File: config.mk
export PLATFORM = sky130hd
export DESIGN_NAME = uart_multiproc_baud_control
export DESIGN_NICKNAME = d
export VERILOG_FILES = /design/src/rtl/uart_ctl_pkg.sv /design/src/rtl/uart_tick_if.sv /design/src/rtl/uart_frame_rx.sv /design/src/rtl/uart_multiproc_baud_control.sv /design/src/rtl/uart_rate_gen.sv
export SDC_FILE = /design/constraint.sdc
export NUM_CORES = 1
export LEC_CHECK = 0
export BUFFER_PORTS_ARGS = -buffer_cell sky130_fd_sc_hd__buf_4
export CORE_UTILIZATION = 45
export CTS_CLUSTER_DIAMETER = 200
export CTS_CLUSTER_SIZE = 20
export DETAILED_ROUTE_END_ITERATION = 8
export SKIP_LAST_GASP = 1
export SYNTH_ARGS = -nofsm -noshare
export SYNTH_HDL_FRONTEND = slang
export SYNTH_SLANG_ARGS = --single-unit
File: constraint.sdc
create_clock -name mclk -period 2.07 [get_ports mclk]
set_clock_uncertainty 0.15 [all_clocks]
set_input_delay 0.1035 -clock mclk [delete_from_list [all_inputs] [get_ports mclk]]
set_output_delay 0.1035 -clock mclk [all_outputs]
set_load 0.02 [all_outputs]
File: src/rtl/uart_ctl_pkg.sv
// Constants and types shared by the serial port control block
package uart_ctl_pkg;
  // Register offsets on the plain register port
  localparam logic [3:0] ADDR_CONTROL = 4'h0;
  localparam logic [3:0] ADDR_BUFFER = 4'h1;
  localparam logic [3:0] ADDR_CLOCKS = 4'h2;
  localparam logic [3:0] ADDR_T1_RELOAD = 4'h3;
  localparam logic [3:0] ADDR_RELOAD_LOW = 4'h4;
  localparam logic [3:0] ADDR_RELOAD_HIGH = 4'h5;
  // Control register bit positions
  localparam int BIT_MODE_LOW = 7;
  localparam int BIT_MODE_HIGH = 6;
  localparam int BIT_FILTER = 5;
  localparam int BIT_RX_ENABLE = 4;
  localparam int BIT_TX_NINTH = 3;
  localparam int BIT_RX_NINTH = 2;
  localparam int BIT_TX_DONE = 1;
  localparam int BIT_RX_DONE = 0;
  // Clock select register bit positions
  localparam int BIT_DOUBLER = 0;
  localparam int BIT_TX_T2 = 1;
  localparam int BIT_RX_T2 = 2;
  localparam logic [7:0] CONTROL_RESET = 8'h00;
  // Dividers in oscillator cycles
  localparam logic [7:0] DIV_MODE0 = 8'h0c;
  localparam logic [7:0] DIV_MODE2_SLOW = 8'h40;
  localparam logic [7:0] DIV_MODE2_FAST = 8'h20;
  localparam logic [7:0] DIV_MACHINE = 8'h0c;
  localparam logic [4:0] T1_TICKS_SLOW = 5'h1f;
  localparam logic [4:0] T2_TICKS = 5'h0f;
  localparam logic [3:0] OVS_LAST = 4'hf;
  localparam logic [3:0] OVS_S1 = 4'h7;
  localparam logic [3:0] OVS_S3 = 4'h9;
  localparam logic [3:0] OVS_HALF = 4'h8;
  localparam logic [3:0] BITS_MODE0 = 4'h8;
  localparam logic [3:0] BITS_MODE1 = 4'h9;
  localparam logic [3:0] BITS_MODE23 = 4'ha;
  localparam logic [7:0] BYTE_MAX = 8'hff;
  // Mode selection by (mode_bit_low, mode_bit_high)
  typedef enum logic [1:0] {
    MODE_SHIFT = 2'h0,
    MODE_UART8 = 2'h1,
    MODE_FIXED9 = 2'h2,
    MODE_VAR9 = 2'h3
  } mode_type;
endpackage

File: src/rtl/uart_tick_if.sv
// Bit clock ticks passed from the rate generator to the serial engine
`timescale 1ns/1ns
`default_nettype none
interface uart_tick_if;
  logic tx_tick;
  logic rx_tick;
  modport source (output tx_tick, output rx_tick);
  modport sink (input tx_tick, input rx_tick);
endinterface
`default_nettype wire
File: src/rtl/uart_frame_rx.sv
// Receive bit detector: three-sample majority vote at mid bit
`timescale 1ns/1ns
`default_nettype none
module uart_frame_rx (
  // Clock and reset
  input wire logic mclk,
  input wire logic srst,
  // Sixteenth-bit tick and line
  input wire logic tick,
  input wire logic rxd,
  input wire logic restart,
  // Voted bit
  output logic bit_valid,
  output logic bit_value
);
  import uart_ctl_pkg::*;
  typedef struct packed {
    logic [3:0] phase;
    logic [2:0] votes;
    logic valid;
    logic value;
  } det_type;
  det_type q, next_q;

  // Sample at phases 7, 8, 9 and take the majority
  always_comb begin
    next_q = q;
    next_q.valid = 1'b0;
    if (restart) begin
      next_q.phase = 4'h0;
    end else if (tick) begin
      next_q.phase = q.phase + 4'h1;
      if (q.phase >= OVS_S1 && q.phase <= OVS_S3) begin
        next_q.votes = {q.votes[1:0], rxd};
      end
      if (q.phase == OVS_S3) begin
        next_q.valid = 1'b1;
        next_q.value = (q.votes[1] & q.votes[0]) |
          (q.votes[1] & rxd) | (q.votes[0] & rxd);
      end
    end
    if (srst) begin
      next_q = '0;
    end
  end

  // State register
  always_ff @(posedge mclk) begin
    q <= next_q;
  end

  assign bit_valid = q.valid;
  assign bit_value = q.value;
endmodule
`default_nettype wire

File: src/rtl/uart_multiproc_baud_control.sv
// Serial port: control register, transmit and receive engines, rates
// How it works
// Modes 2/3 with filter: receive flag only when ninth bit is one.
// Master sends addresses with ninth bit one, data with zero.
// Filter ignored in mode 0; mode 1 filter needs valid stop bit.
// Control bits 7..0: modes, filter, rx enable, ninth bits, flags.
// Mode pair selects shift register, 8-bit or 9-bit UART.
// Reception only while receive enable is set.
// Modes 2/3 send the written transmit ninth bit.
// Receive ninth bit holds ninth bit, or mode 1 stop bit.
// Transmit flag set at end of data or stop start; software clears.
// Receive flag set at end of data or mid stop; software clears.
// Mode 0 rate is oscillator over twelve.
// Mode 2 rate is oscillator over 64, or 32 when doubled.
// Timer 1 rate: overflow times doubler factor over 32.
// Timer 1 auto-reload byte sets the overflow period.
// Software may reload timer 1 itself for very low rates; here software writes only the reload byte, not the timer.
// Timer 2 clock selects pick sources per direction.
// Clock selects live in their own register for this port.
// Timer 2 reloads from the sixteen-bit reload pair on rollover.
// Timer 2 rate is overflow rate over sixteen.
// Addressed slave clears its filter bit to take data.
// Buffer write starts transmit; read returns separate receive byte.
// Mode 1 frame: start zero, eight data LSB first, stop one.
// Outside mode 0, start bit begins reception only when enabled.
// Bit value is majority of three samples.
// One interrupt request while either flag is set.
`timescale 1ns/1ns
`default_nettype none
module uart_multiproc_baud_control (
  // Clock and reset
  input wire logic mclk,
  input wire logic srst,
  // Register port
  input wire logic [3:0] reg_addr,
  input wire logic [7:0] reg_wdata,
  input wire logic reg_write,
  input wire logic reg_read,
  output logic [7:0] reg_rdata,
  // Serial line
  input wire logic rxd_in,
  output logic rxd_out,
  output logic rxd_oe,
  output logic txd,
  // Interrupt request
  output logic serial_irq
);
  import uart_ctl_pkg::*;

  typedef enum logic [2:0] {
    TX_IDLE = 3'b001,
    TX_WAIT = 3'b010,
    TX_SEND = 3'b100
  } tx_state_type;
  typedef enum logic [2:0] {
    RX_IDLE = 3'b001,
    RX_FRAME = 3'b010,
    RX_SHIFT = 3'b100
  } rx_state_type;

  typedef struct packed {
    logic [7:0] control;
    logic [2:0] clocks;
    logic [7:0] t1_reload;
    logic [15:0] reload_pair;
    logic [7:0] rx_buffer;
    tx_state_type tx_state;
    logic [10:0] tx_shift;
    logic [3:0] tx_count;
    logic [3:0] tx_sub;
    rx_state_type rx_state;
    logic [9:0] rx_shift;
    logic [3:0] rx_count;
    logic rx_prev;
    logic [7:0] rdata;
    logic txd;
    logic rxd_out;
    logic rxd_oe;
  } port_type;
  port_type q, next_q;

  uart_tick_if ticks ();
  mode_type mode;
  logic bit_valid, bit_value, rx_restart, start_edge;
  logic tx_load, ninth_mode;
  logic [3:0] tx_bits;

  // Address match used by the register write path and the buffer load
  function automatic logic hit(input logic [3:0] a, input logic [3:0] o);
    hit = (a == o);
  endfunction

  // Enum code is {mode_bit_low, mode_bit_high}: (1,0) fixed 9-bit, (0,1) 8-bit UART, (1,1) variable 9-bit
  assign mode = mode_type'({q.control[BIT_MODE_LOW],
    q.control[BIT_MODE_HIGH]});
  assign ninth_mode = (mode == MODE_FIXED9) || (mode == MODE_VAR9);
  assign tx_load = reg_write && hit(reg_addr, ADDR_BUFFER);
  assign start_edge = q.rx_prev && !rxd_in;
  assign rx_restart = (q.rx_state == RX_IDLE);

  // Bit counts per frame: data, optional ninth, stop (mode 0: eight data bits only)
  always_comb begin
    case (mode)
      MODE_SHIFT: tx_bits = BITS_MODE0;
      MODE_UART8: tx_bits = BITS_MODE1;
      default: tx_bits = BITS_MODE23;
    endcase
  end

  uart_rate_gen rate_gen (
    .mclk(mclk),
    .srst(srst),
    .mode(mode),
    .baud_doubler(q.clocks[BIT_DOUBLER]),
    .tx_clock_select(q.clocks[BIT_TX_T2]),
    .rx_clock_select(q.clocks[BIT_RX_T2]),
    .timer1_reload_byte(q.t1_reload),
    .reload_pair(q.reload_pair),
    .ticks(ticks.source)
  );

  uart_frame_rx frame_rx (
    .mclk(mclk),
    .srst(srst),
    .tick(ticks.rx_tick),
    .rxd(rxd_in),
    .restart(rx_restart),
    .bit_valid(bit_valid),
    .bit_value(bit_value)
  );

  // Register writes, transmit and receive engines
  always_comb begin
    next_q = q;
    next_q.rx_prev = rxd_in;
    next_q.rdata = 8'h00;
    // Register writes
    if (reg_write) begin
      if (hit(reg_addr, ADDR_CONTROL)) begin
        next_q.control = reg_wdata;
      end
      if (hit(reg_addr, ADDR_CLOCKS)) begin
        next_q.clocks = reg_wdata[2:0];
      end
      if (hit(reg_addr, ADDR_T1_RELOAD)) begin
        next_q.t1_reload = reg_wdata;
      end
      if (hit(reg_addr, ADDR_RELOAD_LOW)) begin
        next_q.reload_pair[7:0] = reg_wdata;
      end
      if (hit(reg_addr, ADDR_RELOAD_HIGH)) begin
        next_q.reload_pair[15:8] = reg_wdata;
      end
    end
    // Transmit engine
    case (q.tx_state)
      TX_IDLE: begin
        next_q.txd = 1'b1;
        next_q.rxd_oe = 1'b0;
      end
      TX_WAIT: begin
        if (ticks.tx_tick) begin
          next_q.tx_state = TX_SEND;
          next_q.tx_sub = 4'h0;
          next_q.tx_count = 4'h0;
          if (mode == MODE_SHIFT) begin
            next_q.rxd_oe = 1'b1;
            next_q.rxd_out = q.tx_shift[0];
          end else begin
            next_q.txd = 1'b0;
          end
        end
      end
      TX_SEND: begin
        if (mode == MODE_SHIFT) begin
          if (ticks.tx_tick) begin
            next_q.tx_shift = {1'b0, q.tx_shift[10:1]};
            next_q.rxd_out = q.tx_shift[1];
            next_q.tx_count = q.tx_count + 4'h1;
            if (q.tx_count == BITS_MODE0 - 4'h1) begin
              next_q.control[BIT_TX_DONE] = 1'b1;
              next_q.tx_state = TX_IDLE;
            end
          end
        end else if (ticks.tx_tick) begin
          next_q.tx_sub = q.tx_sub + 4'h1;
          if (q.tx_sub == OVS_LAST) begin
            next_q.tx_count = q.tx_count + 4'h1;
            next_q.txd = q.tx_shift[0];
            next_q.tx_shift = {1'b1, q.tx_shift[10:1]};
            if (q.tx_count == tx_bits - 4'h1) begin
              next_q.control[BIT_TX_DONE] = 1'b1;
            end
            if (q.tx_count == tx_bits) begin
              next_q.tx_state = TX_IDLE;
            end
          end
        end
      end
      default: next_q.tx_state = TX_IDLE;
    endcase
    if (tx_load) begin
      // Data LSB first, then ninth bit in 9-bit modes, then stop
      next_q.tx_shift = ninth_mode ?
        {1'b1, q.control[BIT_TX_NINTH], reg_wdata, 1'b1} :
        {2'b11, reg_wdata, 1'b1};
      next_q.tx_shift = {next_q.tx_shift[10:1], 1'b1};
      next_q.tx_shift = {1'b1, next_q.tx_shift[10:1]};
      next_q.tx_state = TX_WAIT;
    end
    // Receive engine
    case (q.rx_state)
      RX_IDLE: begin
        if (mode == MODE_SHIFT) begin
          if (q.control[BIT_RX_ENABLE] && !q.control[BIT_RX_DONE]) begin
            next_q.rx_state = RX_SHIFT;
            next_q.rx_count = 4'h0;
          end
        end else if (q.control[BIT_RX_ENABLE] && start_edge) begin
          next_q.rx_state = RX_FRAME;
          next_q.rx_count = 4'h0;
        end
      end
      RX_SHIFT: begin
        if (ticks.rx_tick) begin
          next_q.rx_shift = {rxd_in, q.rx_shift[9:1]};
          next_q.rx_count = q.rx_count + 4'h1;
          if (q.rx_count == BITS_MODE0 - 4'h1) begin
            next_q.rx_buffer = {rxd_in, q.rx_shift[9:3]};
            next_q.control[BIT_RX_DONE] = 1'b1;
            next_q.rx_state = RX_IDLE;
          end
        end
      end
      RX_FRAME: begin
        if (bit_valid) begin
          next_q.rx_count = q.rx_count + 4'h1;
          next_q.rx_shift = {bit_value, q.rx_shift[9:1]};
          if (q.rx_count == 4'h0 && bit_value) begin
            next_q.rx_state = RX_IDLE; // false start
          end else if (q.rx_count == tx_bits) begin
            next_q.rx_state = RX_IDLE;
            // Stop at mid bit; filter checks the ninth bit before it, or in mode 1 the stop bit itself
            if (!q.control[BIT_RX_DONE] &&
                (!q.control[BIT_FILTER] ||
                 (ninth_mode ? q.rx_shift[9] : bit_value))) begin
              next_q.control[BIT_RX_DONE] = 1'b1;
              if (ninth_mode) begin
                next_q.rx_buffer = q.rx_shift[8:1];
                next_q.control[BIT_RX_NINTH] = q.rx_shift[9];
              end else begin
                next_q.rx_buffer = q.rx_shift[9:2];
                next_q.control[BIT_RX_NINTH] = bit_value;
              end
            end
          end
        end
      end
      default: next_q.rx_state = RX_IDLE;
    endcase
    // Register reads, data one cycle later
    if (reg_read) begin
      case (reg_addr)
        ADDR_CONTROL: next_q.rdata = q.control;
        ADDR_BUFFER: next_q.rdata = q.rx_buffer;
        ADDR_CLOCKS: next_q.rdata = {5'h00, q.clocks};
        ADDR_T1_RELOAD: next_q.rdata = q.t1_reload;
        ADDR_RELOAD_LOW: next_q.rdata = q.reload_pair[7:0];
        ADDR_RELOAD_HIGH: next_q.rdata = q.reload_pair[15:8];
        default: next_q.rdata = 8'h00;
      endcase
    end
    if (srst) begin
      next_q = '0;
      next_q.control = CONTROL_RESET;
      next_q.tx_state = TX_IDLE;
      next_q.rx_state = RX_IDLE;
      next_q.tx_shift = '1;
      next_q.txd = 1'b1;
      next_q.rxd_out = 1'b1;
      next_q.rx_prev = 1'b1;
    end
  end

  // State register
  always_ff @(posedge mclk) begin
    q <= next_q;
  end

  // Outputs
  assign reg_rdata = q.rdata;
  assign txd = (q.tx_state == TX_SEND && mode == MODE_SHIFT) ?
    ticks.tx_tick : q.txd;
  assign rxd_out = q.rxd_out;
  assign rxd_oe = q.rxd_oe;
  assign serial_irq = q.control[BIT_TX_DONE] | q.control[BIT_RX_DONE];
endmodule
`default_nettype wire

File: src/rtl/uart_rate_gen.sv
// Bit clock generator: timer 1 and timer 2 sources, fixed mode rates
`timescale 1ns/1ns
`default_nettype none
module uart_rate_gen (
  // Clock and reset
  input wire logic mclk,
  input wire logic srst,
  // Configuration
  input wire uart_ctl_pkg::mode_type mode,
  input wire logic baud_doubler,
  input wire logic tx_clock_select,
  input wire logic rx_clock_select,
  input wire logic [7:0] timer1_reload_byte,
  input wire logic [15:0] reload_pair,
  // Ticks at sixteen times the bit rate, at the bit rate itself in mode 0
  uart_tick_if.source ticks
);
  import uart_ctl_pkg::*;
  typedef struct packed {
    logic [3:0] mach;
    logic [7:0] t1;
    logic [15:0] t2;
    logic [4:0] t1_pre;
    logic [4:0] t2_pre;
    logic [6:0] fix;
    logic tx_t;
    logic rx_t;
  } gen_type;
  gen_type q, next_q;
  logic mach_tick, t1_ovf, t2_ovf, t1_bit, t2_bit, fix_bit, fix_done;
  logic [7:0] fix_div;

  // Fixed divider for modes 0 and 2, per-bit granularity in mode 0, sixteenth-bit in mode 2
  always_comb begin
    if (mode == MODE_SHIFT) begin
      fix_div = DIV_MODE0;
    end else if (baud_doubler) begin
      fix_div = DIV_MODE2_FAST;
    end else begin
      fix_div = DIV_MODE2_SLOW;
    end
  end

  assign mach_tick = (q.mach == 4'(DIV_MACHINE - 8'h01));
  assign t1_ovf = mach_tick && (q.t1 == BYTE_MAX);
  assign t2_ovf = (q.t2 == 16'hffff);
  assign t1_bit = t1_ovf && (q.t1_pre == 5'h00);
  assign t2_bit = t2_ovf && (q.t2_pre == 5'h00);
  // Mode 0 ticks once per bit; mode 2 sixteen times per bit
  assign fix_done = (mode == MODE_SHIFT) ?
    (q.fix == 7'(fix_div - 8'h01)) :
    (q.fix == 7'((fix_div >> 4) - 8'h01));
  assign fix_bit = fix_done;

  // Timer 1 auto-reload, timer 2 baud generator, prescalers
  always_comb begin
    next_q = q;
    next_q.mach = mach_tick ? 4'h0 : q.mach + 4'h1;
    if (mach_tick) begin
      next_q.t1 = t1_ovf ? timer1_reload_byte : q.t1 + 8'h01;
    end
    next_q.t2 = t2_ovf ? reload_pair : q.t2 + 16'h0001;
    if (t1_ovf) begin
      // Overflows per sixteenth: 2 unless doubled, giving /32 per bit
      next_q.t1_pre = (q.t1_pre == 5'h00) ?
        (baud_doubler ? 5'h00 : 5'h01) : q.t1_pre - 5'h01;
    end
    if (t2_ovf) begin
      next_q.t2_pre = 5'h00;
    end
    next_q.fix = fix_done ? 7'h00 : q.fix + 7'h01;
    if (mode == MODE_SHIFT || mode == MODE_FIXED9) begin
      next_q.tx_t = fix_bit;
      next_q.rx_t = fix_bit;
    end else begin
      next_q.tx_t = tx_clock_select ? t2_bit : t1_bit;
      next_q.rx_t = rx_clock_select ? t2_bit : t1_bit;
    end
    if (srst) begin
      next_q = '0;
    end
  end

  // State register
  always_ff @(posedge mclk) begin
    q <= next_q;
  end

  assign ticks.tx_tick = q.tx_t;
  assign ticks.rx_tick = q.rx_t;
endmodule
`default_nettype wire

==> impl_results.md, run 1 <==
- Die Wd: 125 µm
- Total CTS buffers: 17
- Vias in the first global route: 5709
- Rows: 44
- Pin count of the biggest net entering global routing: 48
- Clock root buffer: clkbuf_16
- Skew-Pair Late Insertion Delay: 0.42 ns
- Final HPWL DP: 12.1 mm
- Worst slew pin tran: 0.673 ns
- Most frequent cell after synthesis: dfxtp_1
- WS Path Type: reg2reg
- Avg WL per Cell: 16.4 µm
- Final min period: 2.00 ns
- Synth area leaders: dfxtp_1, a21oi_1, nand2_1, mux2i_1, nor2_1
- Fill cell count: 1334
- Post-Layout Cell Count: 1040
- Via count: 5911
- Worst Setup SP: q[28]
- Commonest cells in the netlist: dfxtp_1, nand2_1, a21oi_1, nor2_1, nand3_1
- Grt total ovfl: 0
- Final hold slack: 0.0523 ns
- Setup slack after layout: 0.0717 ns
- H-tree Lvls: 4
- Status: complete, no violations
- Post-synth top area share: 42.0%
- Internal: 0.00487 W
- Rel. slew slack: 54.5%
- Clk buf depth: 2
- Max-cap violation count: 0
- Area grow syn2layout: 18.8%
- Mapped Cells: 796
- Ant diodes: 0
- Clock Pin Slew Worst Setup and Hold Paths: 0.06 ns
- Switching power share of the total: 23.8%
- Seq/Total Area, Yosys: 42.0%
- Sw power: 0.00152 W
- R2R Path Start: q[28]
- Final Setup Violations: 0
- Worst path arrival time: 2.15 ns
- Crit-path max FO: 6
- RSZ-0062 raised after global routing: yes
- Routed Antenna Nets: 0
- Achievable frequency: 500 MHz
- Routability cong.: 0.808
- Seq cells post-synth: 143
- Layout Nets: 872
- Hold wc startpoint: reg_addr[0]
- Worst Setup End Kind: flip-flop
- Critical path data required time: 2.22 ns
- Buffers added on ports: 28
- Comb power frac: 6.1%
- Drt pass-1 iters: 8
- Pwr dens: 788 nW/µm²
- Syn. warnings: 0
- Via density: 5.68
- Post-Syn Nets: 825
- Final max-slew violation count: 0
- Final Hold Vio Count: 0
- Initial antenna violation count: 0
- Initial Utilization: 46.6%
- Pre-CTS setup slack: -0.0355 ns
- Initial drt markers: 466
- Reg power frac: 44.6%
- Layout cell share with drive strength beyond 1: 16.0%
- Mapped cell area: 6820 µm²
- Asr flop ratio synth: 0%
- Worst reg2reg setup slack: 0.07 ns
- Core ar.: 14600 µm²
- Count of cell types in the netlist: 66
- CTS tree: done
- Die H: 125 µm
- # placed instances: 994
- Hold crit path type: in2reg
- Synth Flop Type: dfxtp_1
- IO Pins: 29
- Final Cycle Share: 96.5%
- Setup crit start kind: flip-flop
- Die area: 15700 µm²
- EDFF count, synth: 0
- GRT Resource Usage Total: 22.9%
- Clk sink count: 143
- Cell accounting for the most synthesized area: dfxtp_1
- Clk pwr share: 49.3%
- Syn avg cell area: 8.57 µm²
- Fin util: 55.3%
- P_leak: 3.00 nW
- # DRC: 0
- Peak VDD IR: 0.579 mV
- Total Wirelength: 17.1 mm
- First-pass GRT wire length: 28.5 mm
repair_timing:
action,4_1_cts,5_1_grt
setup buffers,0,1
pin swaps,1,4
endpoints found under the setup margin,6,21
hold buffers,13,0
hold endpoints to repair,60,0
resized for setup,3,15
layout make-up:
type,count,area (µm²),share of cell area (%)
clock buffers,17,425,5.25
clock inverters,15,185,2.29
inverters,15,56.3,0.695
multi-input cells,586,3690,45.5
flip-flops and latches,143,2870,35.4
well taps,184,230,2.84
repair buffers,80,646,7.97
critical path, stage by stage (launching register included):
cell	delay (ns)
dfxtp_1	0.43
or3b_2	0.53
a21oi_1	0.33
nor4_4	0.10
mux2_1	0.34
metrics by stage:
stage / total power (W) / cell area [µm²] / TNS (ns)
floorplan: 0.00314 / 6820 / 0
global placement: 0.00325 / 7310 / 0
detailed placement: 0.00326 / 7310 / -0.0355
CTS: 0.00644 / 8060 / -0.0212
global route: 0.00661 / 8100 / -0.0996
finish: 0.00639 / 8100 / 0
routing by layer:
layer / share of wire, % / GRT usage, % / vias to the layer above
met3: 4.0 / 5.31 / 17
li1: - / - / 2949
met5: 0 / 0 / -
met4: 1.3 / 7.25 / 0
met2: 47 / 37.3 / 110
met1: 48 / 30.1 / 2835
cell families after synthesis:
family,Yosys count,synth area share [%]
simple gates,328,23.9
compound gates,169,16.3
flops,143,42.0
xor+xnor,28,3.60
mux,49,7.54
fa+ha+maj,12,2.20
buf+inv,67,4.55
registers in the layout, summed over array words and instances (netlist names):
| register | flops |
|---|---|
| q | 81 |
| rate_gen.q | 40 |
| reg_rdata | 8 |
| frame_rx.q | 6 |
| mode | 2 |
| frame_rx.bit_valid | 1 |
| frame_rx.bit_value | 1 |
| rate_gen.ticks.rx_tick | 1 |
| rate_gen.ticks.tx_tick | 1 |
| rxd_oe | 1 |
| rxd_out | 1 |
path summary, 6_finish.rpt:
kind                         end  cells past startpoint
hold reg to reg   rate_gen.q[18]                      1
hold / removal      reg_rdata[2]                      4
setup reg to reg           q[27]                      4
setup / recovery           q[27]                      4
layout by cell type, fill, tap and decap left out, types with 5 or more instances in the layout:
| cell type | n |
|---|---|
| and3_1 | 13 |
| o21ai_0 | 11 |
| buf_4 | 66 |
| a211oi_1 | 10 |
| nor2b_1 | 6 |
| clkbuf_16 | 17 |
| o21ai_1 | 8 |
| inv_1 | 15 |
| dlygate4sd3_1 | 13 |
| nor3_1 | 18 |
| mux2_1 | 15 |
| a22o_1 | 5 |
| a222oi_1 | 14 |
| nand4_1 | 8 |
| xor2_1 | 13 |
| nand3_1 | 53 |
| nand2_1 | 98 |
| dfxtp_1 | 138 |
| nor2_1 | 77 |
| a31oi_1 | 8 |
| xnor2_1 | 15 |
| a22oi_1 | 11 |
| mux2i_1 | 29 |
| nand2b_1 | 6 |
| a21oi_1 | 79 |
| ha_1 | 12 |
power by group through the flow:
stage          Combinational [W]  Clock, W  Sequential (W)
2_1_floorplan           0.000253         0         0.00289
3_3_place_gp            0.000351         0         0.00290
3_5_place_dp            0.000358         0         0.00290
4_1_cts                 0.000389   0.00321         0.00284
5_1_grt                 0.000429   0.00333         0.00285
6_report                0.000391   0.00315         0.00285
No activity file was read; power rests on OpenSTA's default activity.
==> run 2, diff against run 1 <==
==> constraint.sdc (replaced) <==
create_clock -name mclk -period 2.07 [get_ports mclk]
set_clock_uncertainty 0.15 [all_clocks]
set_input_delay 0.414 -clock mclk [delete_from_list [all_inputs] [get_ports mclk]]
set_output_delay 0.414 -clock mclk [all_outputs]
set_load 0.02 [all_outputs]
==> impl_results.md, run 2 (synthesis gave the netlist of run 1 again) <==
- Status: complete, but fails checks
- Failing checks: design-rule violations
- Clk buf depth: 2
- Via count: 5928
- Overall power: 0.00651 W
- Layout Cell Area excl Fill: 8120 µm²
- RSZ-0062 raised after global routing: yes
- Final Hold Vio Count: 0
- Delay-heaviest family, CP: buffers and inverters
- Clk sink count: 143
- # DRC: 4
- Rows: 44
- GRT Resource Usage Total: 22.9%
- Hold crit path type: in2reg
- Hold path depth: 2
- Worst path arrival time: 1.45 ns
- Largest register FFs: 81
- Placed cell area: 7340 µm²
- Worst R2R Path Depth: 5
- Vias in the first global route: 5721
- Final hold slack: 0.110 ns
- Setup crit start kind: flip-flop
- P_leak: 3.01 nW
- Initial Utilization: 46.6%
- R2R Path Start: q[12]
- Final max-slew violation count: 0
- Peak VDD IR: 0.609 mV
- First-pass GRT wire length: 28.6 mm
- Worst-path cell chain: buf_6 -> nor2_1 -> buf_4 -> nand2_2 -> nand2_2 -> nand2_2 -> buf_6
- Fin util: 55.4%
- Via density: 5.72
- Routed Antenna Nets: 0
- Core ar.: 14600 µm²
- CP bufs+invs: 3
- Total Wirelength: 17.2 mm
- Worst Setup SP: mode[1]
- Buffers added on ports: 28
- IO Pins: 29
- # placed instances: 996
- Ant diodes: 0
- Slowest stage delay, CP: 0.37 ns
- Clock Pin Slew Worst Setup and Hold Paths: 0.06 ns
- Pwr dens: 802 nW/µm²
- Final Setup Violations: 0
- Commonest cells after routing, fill and taps aside: dfxtp_1, nand2_1, a21oi_1
- Largest Register: q
- H-tree Lvls: 4
- Initial antenna violation count: 0
- Area grow syn2layout: 19.0%
- Grt total ovfl: 0
- Worst setup path endpoint: txd
- Seq. cell area: 2870 µm²
- Layout cell share with drive strength beyond 1: 17.7%
- CTS tree: done
- Initial drt markers: 614
- Rel. slew slack: 55.7%
- CP Depth: 7
- Crit-path max FO: 7
- Worst reg2reg setup slack: 0.07 ns
- Clock root buffer: clkbuf_16
- Post-Layout Cell Count: 1037
- Worst Setup End Kind: primary output
- Slowest CP cell: dfxtp_4
- Worst slew pin tran: 0.655 ns
- Skew-Pair Late Insertion Delay: 0.42 ns
- Pin count of the biggest net entering global routing: 73
- Routability cong.: 0.861
- WS Path Type: reg2out
- Final min period: 2.02 ns
- Critical path data required time: 1.51 ns
- Total CTS buffers: 17
- Multi-input gate area in the final layout: 3710 µm²
- Fill cell count: 1287
- Achievable frequency: 496 MHz
- Max-cap violation count: 0
- R2r endpoint: q[27]
- Drt pass-1 iters: 8
- Die area: 15700 µm²
- Avg WL per Cell: 16.6 µm
- Commonest non-fill, non-tap cell in the layout: dfxtp_1
- Final Cycle Share: 97.4%
- Layout Nets: 869
- CP most frequent cell: nand2_2
- Die H: 125 µm
- Final HPWL DP: 12.1 mm
- Die Wd: 125 µm
run 2: changes by cell type in the layout (fill, tap and decap cells not counted), sizes merged:
cell         delta
buf            +10
inv             -3
clkinv          +1
dlygate4sd3    -13
bufinv          +1
clkbuf          +2
clkinvlp        -1
run 2: worst reg2reg max path, delay by kind of cell (launching register included):
| family | cells | cell delay, ns |
|---|---|---|
| compound gates | 1 | 0.07 |
| flops | 1 | 0.35 |
| mux | 1 | 0.36 |
| simple gates | 3 | 0.94 |
run 2: worst min path at each step:
stage	from	to	slack [ns]
after detailed placement	rate_gen.q[2]	rate_gen.q[2]	0.30
after global placement	rate_gen.q[18]	rate_gen.q[18]	0.29
final	srst	rate_gen.q[2]	0.11
after CTS	rxd_in	q[11]	0.1
after floorplan	rate_gen.q[2]	rate_gen.q[2]	0.27
after global routing	srst	rate_gen.q[2]	0.11
run 2: where the power goes:
group | internal, W | switching (W) | leakage [nW]
logic | 0.000150 | 0.000227 | 1.54
clock network | 0.00208 | 0.00120 | 0.313
registers | 0.00279 | 0.0000479 | 1.16
run 2: cell type report:
class	instances	area share, %
timing repair buffer	77	7.52
multi-input combinational	586	45.7
clock inverter	13	2.30
tap	184	2.84
sequential	143	35.3
inverter	15	0.694
clock buffer	19	5.58
run 2: through the flow:
step	setup slack (ns)	TNS [ns]
finish	0.0544	0
CTS	-0.00832	-0.00832
detailed placement	-0.00817	-0.00817
global route	-0.0293	-0.0836
floorplan	0.00877	0
global placement	0.0447	0
run 2: routing by layer:
| metal | up-vias | wire (µm) | GRT usage, % |
|---|---|---|---|
| met5 | - | 0 | 0 |
| met4 | 0 | 342 | 8.39 |
| met3 | 26 | 820 | 5.05 |
| met2 | 156 | 7870 | 37.0 |
| met1 | 2804 | 8190 | 30.1 |
| li1 | 2942 | - | - |
run 2: what timing repair did:
action                                 4_1_cts  5_1_grt
resized for setup                            5       19
pin swaps                                    2        4
endpoints found under the hold margin        0        0
setup endpoints to repair                    4       21
hold buffers                                 0        0
setup buffers                                2        7
gates cloned                                 0        0
